--- config.mk ---
export PLATFORM = sky130hd
export DESIGN_NAME = scr_host
export DESIGN_NICKNAME = d
export VERILOG_FILES = /design/src/hw/scr_pkg.sv /design/src/hw/scr_sck_gen.sv /design/src/hw/scr_host.sv
export SDC_FILE = /design/constraint.sdc
export NUM_CORES = 1
export LEC_CHECK = 0
export ABC_AREA = 1
export ABC_CLOCK_PERIOD_IN_PS = 1900
export BUFFER_PORTS_ARGS = -buffer_cell sky130_fd_sc_hd__buf_2
export CAP_MARGIN = 20
export CORE_UTILIZATION = 33
export DETAILED_ROUTE_END_ITERATION = 8
export HOLD_SLACK_MARGIN = 0.06
export PLACE_DENSITY_LB_ADDON = 0.05
export SYNTH_ARGS = -nofsm -noshare
export SYNTH_HDL_FRONTEND = slang
export SYNTH_HIERARCHICAL = 1
export SYNTH_SLANG_ARGS = --single-unit
--- constraint.sdc ---
create_clock -name I_CLOCK -period 1.9 [get_ports I_CLOCK]
set_clock_uncertainty 0.05 [all_clocks]
set_input_delay 0.19 -clock I_CLOCK [delete_from_list [all_inputs] [get_ports I_CLOCK]]
set_output_delay 0.19 -clock I_CLOCK [all_outputs]
set_load 0.01 [all_outputs]
--- src/hw/scr_pkg.sv ---
package scr_pkg;
  // ------------------------------------------------------------
  // software register map
  // ------------------------------------------------------------
  localparam logic [7:0] REG_CTRL = 8'h00;
  localparam logic [7:0] REG_ADDR = 8'h04;
  localparam logic [7:0] REG_WDATA = 8'h08;
  localparam logic [7:0] REG_STATUS = 8'h0C;
  localparam logic [7:0] REG_RDATA = 8'h10;
  localparam int CTRL_OP_LSB = 0;
  localparam int CTRL_BC_BIT = 4;
  localparam int CTRL_DEV_LSB = 8;
  localparam int ST_BUSY_BIT = 0;
  localparam int ST_DONE_BIT = 1;
  localparam int ST_REFUSED_BIT = 2;
  localparam int ST_PEND_BIT = 3;
  localparam logic [31:0] REG_RESET = 32'h0000_0000;
  // ------------------------------------------------------------
  // serial opcodes and packet layout
  // ------------------------------------------------------------
  localparam logic [3:0] OP_REG_READ = 4'h0;
  localparam logic [3:0] OP_REG_WRITE = 4'h1;
  localparam logic [3:0] OP_ASSERT_RESET = 4'h2;
  localparam logic [3:0] OP_FAST_CLOCK = 4'h4;
  localparam logic [3:0] OP_RELEASE_RESET = 4'hB;
  localparam logic [3:0] OP_NOP = 4'hF;
  localparam logic [7:0] FRAME_PATTERN = 8'hF0;
  localparam logic [6:0] LAST_CYCLE_LONG = 7'h3F;
  localparam logic [6:0] LAST_CYCLE_SHORT = 7'h0F;
  localparam logic [6:0] READ_WINDOW_FIRST = 7'h30;
  localparam logic [6:0] READ_CAPTURE_FIRST = 7'h31;
  // ------------------------------------------------------------
  // timing
  // ------------------------------------------------------------
  localparam int CLK_PERIOD_PS = 50000;
  localparam int SCK_PERIOD_PS = 400000;
  localparam int SCK_DIV = SCK_PERIOD_PS / CLK_PERIOD_PS;
  localparam logic [2:0] PH_RISE = 3'h0;
  localparam logic [2:0] PH_MID_HIGH = 3'h2;
  localparam logic [2:0] PH_FALL = 3'h4;
  localparam logic [2:0] PH_MID_LOW = 3'h6;
  localparam logic [2:0] PH_IDLE = 3'h7;
  localparam int CHAN_CYCLE_PS = 2000;
  localparam int RESET_GAP_SCK = 16;
  localparam int RESET_GAP_CHAN = 2816;
  localparam int POST_GAP_SCK = 4;
  localparam int GAP_A = RESET_GAP_SCK * SCK_DIV;
  localparam int GAP_B = (RESET_GAP_CHAN * CHAN_CYCLE_PS + CLK_PERIOD_PS - 1) / CLK_PERIOD_PS;
  localparam logic [8:0] GAP_RESET_CLK = 9'((GAP_A > GAP_B) ? GAP_A : GAP_B);
  localparam logic [8:0] GAP_POST_CLK = 9'(POST_GAP_SCK * SCK_DIV);
  localparam logic [8:0] GAP_PLAIN_CLK = 9'(SCK_DIV);

  typedef enum logic [1:0] {ST_IDLE, ST_SHIFT, ST_TAIL, ST_GAP} scr_state_t;
endpackage : scr_pkg

--- src/hw/scr_sck_gen.sv ---
module scr_sck_gen
  import scr_pkg::*;
(
  // clock and reset
  input wire logic i_clk,
  input wire logic i_resetn,
  input wire logic i_ce,
  // control
  input wire logic i_run,
  // serial clock
  output logic o_sck,
  output logic [2:0] o_phase
);
  typedef struct packed {
    logic sck;
    logic [2:0] phase;
  } scr_gen_t;

  scr_gen_t s;
  scr_gen_t next_s;

  // ------------------------------------------------------------
  // divider: rise at phase 0, fall at phase 4
  // ------------------------------------------------------------
  always_comb begin
    next_s = s;
    if (i_run) begin
      next_s.phase = s.phase + 3'h1;
      next_s.sck = (next_s.phase < PH_FALL);
    end else begin
      next_s.phase = PH_IDLE;
      next_s.sck = 1'b0;
    end
  end

  always_ff @(posedge i_clk or negedge i_resetn) begin
    if (!i_resetn) begin
      s <= '{sck: 1'b0, phase: PH_IDLE};
    end else if (i_ce) begin
      s <= next_s;
    end
  end

  assign o_sck = s.sck;
  assign o_phase = s.phase;
endmodule : scr_sck_gen

--- src/hw/scr_host.sv ---
// What this block does
// - serial clock and command line go out once, shared by every device
// - one serial data pin, wired to first device's upstream pin
// - register read and write send four packets of sixteen bits
// - every transaction opens with request packet framed by 11110000 on command
// - write sends 16 data bits as third packet
// - write ends with an all-zero interval packet
// - read sends interval after address, then device returns data packet
// - serial clock period long enough for chain round trip
// - reset and fast-clock commands are a single request packet
// - request: device top bit cycle 5, opcode 6-9, broadcast 10, rest 11-15
// - address packet: four zero cycles then address msb first
// - interval packet all zero; data packet msb first
// - opcodes: read 0, write 1, assert reset 2, fast 4, release B, nop F
// - reserved bits always sent as zero
// - assert and release reset only as a pair, with long gap between
//
// Decided for this implementation: the strobed register port and the register addresses.
module scr_host
  import scr_pkg::*;
(
  // clock and reset
  input wire logic I_CLOCK,
  input wire logic I_RESETN,
  input wire logic I_CE,
  // software port
  input wire logic [7:0] I_ADDR,
  input wire logic [31:0] I_WDATA,
  input wire logic I_WR,
  input wire logic I_RD,
  output logic [31:0] O_RDATA,
  // serial link
  output logic O_SCK,
  output logic O_CMD,
  output logic O_SIO,
  output logic O_SIO_OE,
  input wire logic I_SIO
);
  typedef struct packed {
    scr_state_t state;
    logic [6:0] cyc;
    logic [63:0] tx;
    logic [15:0] rx;
    logic cmd;
    logic sio;
    logic sio_oe;
    logic sio_meta;
    logic sio_sync;
    logic [8:0] gap;
    logic [3:0] op;
    logic bc;
    logic [5:0] dev;
    logic [11:0] reg_addr;
    logic [15:0] wdata;
    logic done;
    logic refused;
    logic reset_pending;
    logic [31:0] rdata;
  } scr_host_t;

  scr_host_t s;
  scr_host_t next_s;
  logic sck;
  logic [2:0] phase;

  // ------------------------------------------------------------
  // helpers
  // ------------------------------------------------------------
  function automatic logic [63:0] build_frame(input logic [3:0] op, input logic bc,
                                              input logic [5:0] dev, input logic [11:0] ra,
                                              input logic [15:0] wd);
    logic [15:0] req;
    logic [15:0] adr;
    req = {5'h00, dev[5], op, bc, dev[4:0]};
    adr = {4'h0, ra};
    if (op == OP_REG_WRITE) begin
      build_frame = {req, adr, wd, 16'h0000};
    end else if (op == OP_REG_READ) begin
      build_frame = {req, adr, 16'h0000, 16'h0000};
    end else begin
      build_frame = {req, 48'h0000_0000_0000};
    end
  endfunction : build_frame

  function automatic logic cmd_bit(input logic [7:0] idx);
    cmd_bit = (idx < 8'h08) ? FRAME_PATTERN[3'(8'h07 - idx)] : 1'b0;
  endfunction : cmd_bit

  function automatic logic is_long(input logic [3:0] op);
    is_long = (op == OP_REG_READ) || (op == OP_REG_WRITE);
  endfunction : is_long

  function automatic logic [8:0] gap_for(input logic [3:0] op);
    if (op == OP_ASSERT_RESET) begin
      gap_for = GAP_RESET_CLK;
    end else if (op == OP_RELEASE_RESET || op == OP_FAST_CLOCK) begin
      gap_for = GAP_POST_CLK;
    end else begin
      gap_for = GAP_PLAIN_CLK;
    end
  endfunction : gap_for

  function automatic logic [15:0] shift_in(input logic [15:0] word, input logic b);
    shift_in = {word[14:0], b};
  endfunction : shift_in

  function automatic logic [31:0] status_word(input logic b, input logic d,
                                              input logic r, input logic p);
    status_word = 32'h0000_0000;
    status_word[ST_BUSY_BIT] = b;
    status_word[ST_DONE_BIT] = d;
    status_word[ST_REFUSED_BIT] = r;
    status_word[ST_PEND_BIT] = p;
  endfunction : status_word

  function automatic logic [31:0] ctrl_word(input logic [3:0] op, input logic bc,
                                            input logic [5:0] dev);
    ctrl_word = 32'h0000_0000;
    ctrl_word[CTRL_OP_LSB +: 4] = op;
    ctrl_word[CTRL_BC_BIT] = bc;
    ctrl_word[CTRL_DEV_LSB +: 6] = dev;
  endfunction : ctrl_word

  // ------------------------------------------------------------
  // serial clock divider
  // ------------------------------------------------------------
  scr_sck_gen u_sck_gen (
    .i_clk(I_CLOCK),
    .i_resetn(I_RESETN),
    .i_ce(I_CE),
    .i_run(s.state == ST_SHIFT || s.state == ST_TAIL),
    .o_sck(sck),
    .o_phase(phase)
  );

  // ------------------------------------------------------------
  // next state
  // ------------------------------------------------------------
  always_comb begin
    logic [3:0] new_op;
    logic [6:0] last;
    logic [7:0] half;
    logic busy;
    new_op = I_WDATA[CTRL_OP_LSB +: 4];
    last = is_long(s.op) ? LAST_CYCLE_LONG : LAST_CYCLE_SHORT;
    half = {1'b0, s.cyc} << 1;
    busy = (s.state != ST_IDLE);
    next_s = s;
    next_s.sio_meta = I_SIO;
    next_s.sio_sync = s.sio_meta;
    next_s.rdata = 32'h0000_0000;

    // ------------------------------------------------------------
    // software reads
    // ------------------------------------------------------------
    if (I_RD) begin
      case (I_ADDR)
        REG_CTRL: begin
          next_s.rdata = ctrl_word(s.op, s.bc, s.dev);
        end
        REG_ADDR: begin
          next_s.rdata = 32'(s.reg_addr);
        end
        REG_WDATA: begin
          next_s.rdata = 32'(s.wdata);
        end
        REG_STATUS: begin
          next_s.rdata = status_word(busy, s.done, s.refused, s.reset_pending);
        end
        REG_RDATA: begin
          next_s.rdata = 32'(s.rx);
        end
        default: begin
          next_s.rdata = 32'h0000_0000;
        end
      endcase
    end

    // ------------------------------------------------------------
    // software writes; status clears first so hardware sets win
    // ------------------------------------------------------------
    if (I_WR) begin
      case (I_ADDR)
        REG_ADDR: begin
          next_s.reg_addr = I_WDATA[11:0];
        end
        REG_WDATA: begin
          next_s.wdata = I_WDATA[15:0];
        end
        REG_STATUS: begin
          if (I_WDATA[ST_DONE_BIT]) begin
            next_s.done = 1'b0;
          end
          if (I_WDATA[ST_REFUSED_BIT]) begin
            next_s.refused = 1'b0;
          end
        end
        REG_CTRL: begin
          if (busy || (s.reset_pending != (new_op == OP_RELEASE_RESET))) begin
            next_s.refused = 1'b1;
          end else begin
            next_s.op = new_op;
            next_s.bc = I_WDATA[CTRL_BC_BIT];
            next_s.dev = I_WDATA[CTRL_DEV_LSB +: 6];
            next_s.tx = build_frame(new_op, I_WDATA[CTRL_BC_BIT],
                                    I_WDATA[CTRL_DEV_LSB +: 6], s.reg_addr, s.wdata);
            next_s.sio = next_s.tx[63];
            next_s.sio_oe = 1'b1;
            next_s.cmd = cmd_bit(8'h00);
            next_s.cyc = 7'h00;
            next_s.rx = 16'h0000;
            next_s.done = 1'b0;
            next_s.reset_pending = (new_op == OP_ASSERT_RESET);
            next_s.state = ST_SHIFT;
          end
        end
        default: begin
        end
      endcase
    end

    // ------------------------------------------------------------
    // serial sequencer
    // ------------------------------------------------------------
    case (s.state)
      ST_IDLE: begin
      end
      ST_SHIFT: begin
        if (phase == PH_MID_HIGH) begin
          next_s.cmd = cmd_bit(half + 8'h01);
          if (s.op == OP_REG_READ && s.cyc >= READ_CAPTURE_FIRST) begin
            next_s.rx = shift_in(s.rx, s.sio_sync);
          end
        end else if (phase == PH_MID_LOW) begin
          if (s.cyc == last) begin
            next_s.sio = 1'b0;
            next_s.cmd = 1'b0;
            if (s.op == OP_REG_READ) begin
              next_s.state = ST_TAIL;
            end else begin
              next_s.sio_oe = 1'b1;
              next_s.gap = gap_for(s.op);
              next_s.state = ST_GAP;
            end
          end else begin
            next_s.cyc = s.cyc + 7'h01;
            next_s.cmd = cmd_bit(half + 8'h02);
            next_s.tx = {s.tx[62:0], 1'b0};
            next_s.sio = s.tx[62];
            next_s.sio_oe = !(s.op == OP_REG_READ && (s.cyc + 7'h01) >= READ_WINDOW_FIRST);
          end
        end
      end
      ST_TAIL: begin
        if (phase == PH_MID_HIGH) begin
          next_s.rx = shift_in(s.rx, s.sio_sync);
        end else if (phase == PH_MID_LOW) begin
          // wire stays released until last read bit is taken
          next_s.sio = 1'b0;
          next_s.sio_oe = 1'b1;
          next_s.gap = gap_for(s.op);
          next_s.state = ST_GAP;
        end
      end
      ST_GAP: begin
        if (s.gap <= 9'h001) begin
          next_s.gap = 9'h000;
          next_s.done = 1'b1;
          next_s.state = ST_IDLE;
        end else begin
          next_s.gap = s.gap - 9'h001;
        end
      end
      default: begin
        next_s.state = ST_IDLE;
      end
    endcase
  end

  // ------------------------------------------------------------
  // state register
  // ------------------------------------------------------------
  always_ff @(posedge I_CLOCK or negedge I_RESETN) begin
    if (!I_RESETN) begin
      s <= '{state: ST_IDLE, sio_oe: 1'b1, default: '0};
    end else if (I_CE) begin
      s <= next_s;
    end
  end

  // ------------------------------------------------------------
  // outputs
  // ------------------------------------------------------------
  assign O_RDATA = s.rdata;
  assign O_SCK = sck;
  assign O_CMD = s.cmd;
  assign O_SIO = s.sio;
  assign O_SIO_OE = s.sio_oe;
endmodule : scr_host

Yosys cells after proc, flatten, opt, wreduce, memory -nomap -nowiden
Memory sizes are Yosys's and may differ from the RTL's.
Cells that the tools add are included.
{"block": "totals", "reg_bits": 181, "rom_bits": 16, "output_inout_bits": 36, "memories": 2}
{"block": "op_classes", "add_sub_neg": 7, "magnitude_cmp": 8, "eq_ne": 26, "mux": 56, "bitwise_logic": 1, "n_reduce_logical": 18}
{"name": "(name not given)", "depth": 8, "width": 1, "read_ports": 1, "rd_clocked_by_memory_dff": 0, "write_ports": 0, "line": "scr_host.sv:86", "source": "cmd_bit = (idx < 8'h08) ? FRAME_PATTERN[3'(8'h07 - idx)] : 1'b0;"}
{"name": "(name not given)", "depth": 8, "width": 1, "read_ports": 1, "rd_clocked_by_memory_dff": 0, "write_ports": 0, "line": "scr_host.sv:86"}
{"cell": "$mux 92", "count": 3}
{"cell": "$mux 73", "count": 2}
{"cell": "$mux 71", "count": 2}
{"cell": "$mux 44", "count": 2}
{"cell": "$pmux 16 s5", "count": 1}
{"cell": "$mux 9", "count": 8}
{"cell": "$mux 16", "count": 3}
{"cell": "$mux 32", "count": 1}
{"cell": "$pmux 16 s2", "count": 1}
{"cell": "$pmux 9 s3", "count": 1}
{"cell": "$eq 8x4->1 const B", "count": 2}
{"cell": "$lt 8x4->1 const B", "count": 2}
{"cell": "$mux 1", "count": 16}
{"cell": "$ge 7x6->1 const B", "count": 2}
{"cell": "$mux 2", "count": 7}
{"cell": "$mux 6", "count": 2}
{"cell": "$ne 2x2->1 const B", "count": 5}
{"cell": "$le 9x1->1 const B", "count": 1}
{"cell": "$mux 3", "count": 3}
{"cell": "$sub 9x1->9 const B", "count": 1}
{"cell": "$add 8x1->8 const B", "count": 1}
{"cell": "$add 8x2->8 const B", "count": 1}
{"cell": "$eq 4x1->1 const B", "count": 2}
{"cell": "$eq 4x2->1 const B", "count": 2}
{"cell": "31 further kinds", "count": 45}

Depth between registers and ports, before layout
{"block": "depth", "ltp_word": 11, "depth_mapped": 13, "depth_no_buf": 12}

Hierarchy
The synthesis kept the hierarchy.
{"mod": "scr_host", "n_inst": 1, "cells_per_inst": 1294, "area_per_inst_um2": 9375.2, "seq_area_each_um2": 4005.1}
{"mod": "scr_sck_gen", "n_inst": 1, "cells_per_inst": 23, "area_per_inst_um2": 197.7, "seq_area_each_um2": 103.8}

Worst setup path after synthesis
No wires, ideal clock.
{"block": "synth_path", "path_type": "flip-flop to flip-flop", "startpoint": "register s[176] (netlist bit)", "endpoint": "register s[123] (netlist bit)", "arrival_ps": 1714, "required_time_ps": 1719, "path_slack_ps": 5, "stages_incl_launch_ff": 13, "n_path_buf": 3, "path_cell_list": "dfrtp_1 > inv_1 > ha_1 > buf_2 > inv_1 > nor2_4 > nand2_2 > buf_6 > buf_6 > o21ai_0 > inv_1 > nand2_1 > o21ai_0"}
{"block": "synth_via", "elab_chain_len": 9, "elab_cells_between_ends": 10, "cone_classes": "eq/ne: 1; mux: 7; reduce/logical: 2"}
{"element": "start, declared", "line": "scr_host.sv:61", "source": "scr_host_t s;"}
{"element": "start signal, assigned", "line": "scr_host.sv:287", "source": "s <= next_s;"}
{"element": "$reduce_bool 2->1", "line": "scr_host.sv:147", "source": "busy = (s.state != ST_IDLE);"}
{"element": "$logic_or 1x1->1", "line": "scr_host.sv:199", "source": "if (busy || (s.reset_pending != (new_op == OP_RELEASE_RESET))) begin"}
{"element": "$mux 92", "line": "scr_host.sv:199"}
{"element": "$mux 92", "line": "scr_host.sv:183", "source": "case (I_ADDR)"}
{"element": "$mux 92", "line": "scr_host.sv:182", "source": "if (I_WR) begin"}
{"element": "$mux 71", "line": "scr_host.sv:235", "source": "if (s.cyc == last) begin"}
{"element": "$mux 73", "line": "scr_host.sv:234", "source": "end else if (phase == PH_MID_LOW) begin"}
{"element": "$mux 73", "line": "scr_host.sv:229", "source": "if (phase == PH_MID_HIGH) begin"}
{"element": "$mux 71 (*)", "line": "scr_host.sv:225", "source": "case (s.state)"}
Every way passes the cells marked *; elsewhere a longest branch is shown, timed or not.
A chain may end at the register's enable or synchronous reset.

Final worst setup path
{"block": "layout_path", "startpoint": "register s[168] (netlist bit)", "endpoint": "register s[82] (netlist bit)"}
{"block": "layout_via", "elab_chain_len": 3}
{"element": "$eq 7x6->1", "line": "scr_host.sv:235"}
{"element": "$ne 2x1->1 (no line)"}
{"element": "$reduce_and 8->1 (no line)"}
No other way between the ends.

==> flow_metrics.tcl <==
set metrics [dict create \
    slowest_delay_ns 0.40 \
    antenna_cells 0 \
    synth_cell_types 45 \
    die_h_um 172 \
    overflow 0 \
    placed_area_um2 10500 \
    grt_max_degree 69 \
    vias 8580 \
    final_common_cell "nand2_1" \
    fillers 2948 \
    antenna_found_initial 0 \
    path_clk_slew_ns 0.08 \
    root_buffer "clkbuf_16" \
    grt_pass1_wl_mm 46.9 \
    avgSynthCellArea_um2 7.27 \
    synth_edf_count 0 \
    place_congestion 0.839 \
    multi_input_area_um2 4520 \
    whs_ns 0.0996 \
    dp_slack_ns 0.0137 \
    track_usage_pct 20.6 \
    mostFrequentLayoutCells "450 x nand2_1, 160 x dfrtp_1, 121 x inv_1" \
    fin_crit_sh_pct 94.2 \
    numClockSinks 164 \
    dpl.hpwl_mm 19.8 \
    cpMaxStageDelayCell "dfrtp_1" \
    die_w_um 172 \
    area_growth_pct 19.2 \
    cp_data_required_time_ns 2.17 \
    setup_ws_ns 0.110 \
    io_pins 82 \
    slew_headroom_pct 60.9 \
    drt-total-wl_mm 28.8 \
    crit_type "reg2reg" \
    final_util_pct 40.5 \
    synth_flop_cell "dfrtp_1" \
    portBuffers 49 \
    min_period_ns 1.79 \
    via_per_inst 4.80 \
    start_util_pct 34.0 \
    cts-buffers-inserted 17 \
    status "finished clean" \
    num_rows 61 \
    worstPathArrival_ns 2.06 \
    firstDrtPassIters 5 \
    yosys_warnings 6 \
    final-max-slew-violation-count 0 \
    synth_area_leaders "dfrtp_1 42%, nand2_1 18%, o21ai_0 6.2%" \
    stdcell_count 1786 \
    seq_area_frac_synth_pct 42.9 \
    powerDensity_nw_per_um2 1290 \
    synth_top_cell_by_area "dfrtp_1" \
    grt_pass1_vias 8373 \
    rsz0062_at_grt "yes" \
    syn-cell-area_um2 9570 \
    place_inst 1734 \
    setup_viol 0 \
    async_reset_ff_share_pct 100 \
    ir_worst_vdd_v 0.000567 \
    cp-end-kind "register" \
    drc 0 \
    drive_above_1_share_pct 15.6 \
    ant_nets 0 \
    core_um2 28200 \
    max_freq_mhz 559 \
    wl_per_cell_um 16.1 \
    drt-initial-drc-count 667 \
    fin_area_um2 11400 \
    worst_pin_slew_ns 0.586 \
    regArea_um2 4110 \
    synthCells 1317 \
    leakage_nw 5.81 \
    finalPower_mw 14.8 \
    synth-seq-cells 164 \
    hold_violations 0 \
    yosysTopAreaCellShare_pct 41.8 \
    nets 1451 \
    clk_latency_ns 0.45 \
    dieArea_um2 29700 \
    cts_tree "done" \
    min_path_type "in2reg" \
    htree_levels 4 \
    cap_violations 0 \
    path_max_fanout 8 \
    crit_chain "ha_2, nand3_2, nor2_4, nand2_4, buf_4, nor2_4, o21ai_2, buf_4, nand2_1, o21ai_0" \
    critPathLaunchType "register" \
    tns_ns 0 \
    cts_buffer_depth 2 \
]
worst max-delay path, delay by kind of cell (launching register included):
| family | cells | cell delay [ns] |
|---|---|---|
| compound gates | 2 | 0.16 |
| fa+ha+maj | 1 | 0.22 |
| buf+inv | 2 | 0.36 |
| flops | 1 | 0.40 |
| simple gates | 5 | 0.47 |
registers in the layout, indices dropped and copies added (netlist names):
register           cells
u_sck_gen/o_phase      3
s                    140
O_SIO_OE               1
u_sck_gen/o_sck        1
O_RDATA               16
O_CMD                  1
next_s                 1
O_SIO                  1
metal layers:
metal / GRT usage [%] / up-vias / routed length [um]
li1: - / 4367 / -
met1: 29.8 / 4044 / 14700
met2: 32.0 / 146 / 12800
met3: 3.02 / 23 / 906
met4: 5.39 / 0 / 367
met5: 0 / - / 0
area by class of cell:
class | count | area share, %
multi-input combinational | 937 | 39.6
sequential | 164 | 36.0
timing repair buffer | 141 | 10.6
inverter | 134 | 4.43
tap | 378 | 4.14
clock buffer | 17 | 3.73
clock inverter | 15 | 1.55
timing repair:
item                                    CTS  global route
setup buffers                             0             4
hold buffers                             15             0
pin swaps                                 0             3
gates cloned                              0             1
gates resized for setup                   1            25
hold endpoints to repair                 65             0
endpoints found under the setup margin    2            75
where the power goes:
part / leakage [nW] / internal (mW) / switching [mW]
registers: 2.14 / 4.52 / 0.695
clock network: 0.295 / 1.79 / 1.78
logic: 3.37 / 2.39 / 3.60
synthesized netlist by cell type, types with 2 or more instances:
| cell type | n |
|---|---|
| nand3_1 | 71 |
| o21ai_2 | 5 |
| nand2_2 | 5 |
| xor2_1 | 11 |
| nor2_2 | 4 |
| clkbuf_1 | 30 |
| buf_4 | 40 |
| o21ai_0 | 119 |
| o2111ai_1 | 6 |
| o22ai_1 | 17 |
| clkinv_1 | 2 |
| nand2_1 | 453 |
| inv_2 | 7 |
| nand2_4 | 4 |
| o32ai_1 | 3 |
| ha_1 | 10 |
| nor2_1 | 46 |
| mux2_4 | 2 |
| buf_1 | 5 |
| nor3_1 | 7 |
| o31ai_1 | 2 |
| buf_2 | 16 |
| dfrtp_1 | 160 |
| nand4_1 | 4 |
| o21ai_1 | 44 |
| a21o_1 | 8 |
| a21oi_1 | 73 |
| dfstp_2 | 4 |
| nor2_4 | 6 |
| buf_6 | 6 |
| o211ai_1 | 9 |
| nand3_2 | 2 |
| inv_1 | 124 |
cell families (layout without fill, tap and decap cells):
logic type / Yosys count / in the layout / synth area share [%]
muxes: 2 / 2 / 0.314
adders and majority gates: 10 / 10 / 1.31
buffers and inverters: 231 / 307 / 11.3
other: 1 / 16 / 0.0392
and+or+nand+nor: 606 / 606 / 26.3
DFF: 164 / 164 / 42.9
xor gates and xnor gates: 12 / 12 / 1.10
AOI/OAI and AO/OA: 291 / 291 / 16.7
worst paths after layout:
kind	cells after the start	startpoint	end	slack (ns)
max in group asynchronous	3	I_RESETN	s[108]$_DFFE_PN0P_	0.89
min	4	I_WR	s[34]$_DFFE_PN0P_	0.1
max	10	s[168]$_DFFE_PN0P_	s[82]$_DFFE_PN0P_	0.11
max reg2reg	10	s[168]$_DFFE_PN0P_	s[82]$_DFFE_PN0P_	0.11
min reg2reg	2	O_RDATA[8]$_DFFE_PN0P_	O_RDATA[8]$_DFFE_PN0P_	0.43
min in group asynchronous	2	I_RESETN	O_RDATA[5]$_DFFE_PN0P_	0.23
(Power assumes the default switching activity.)
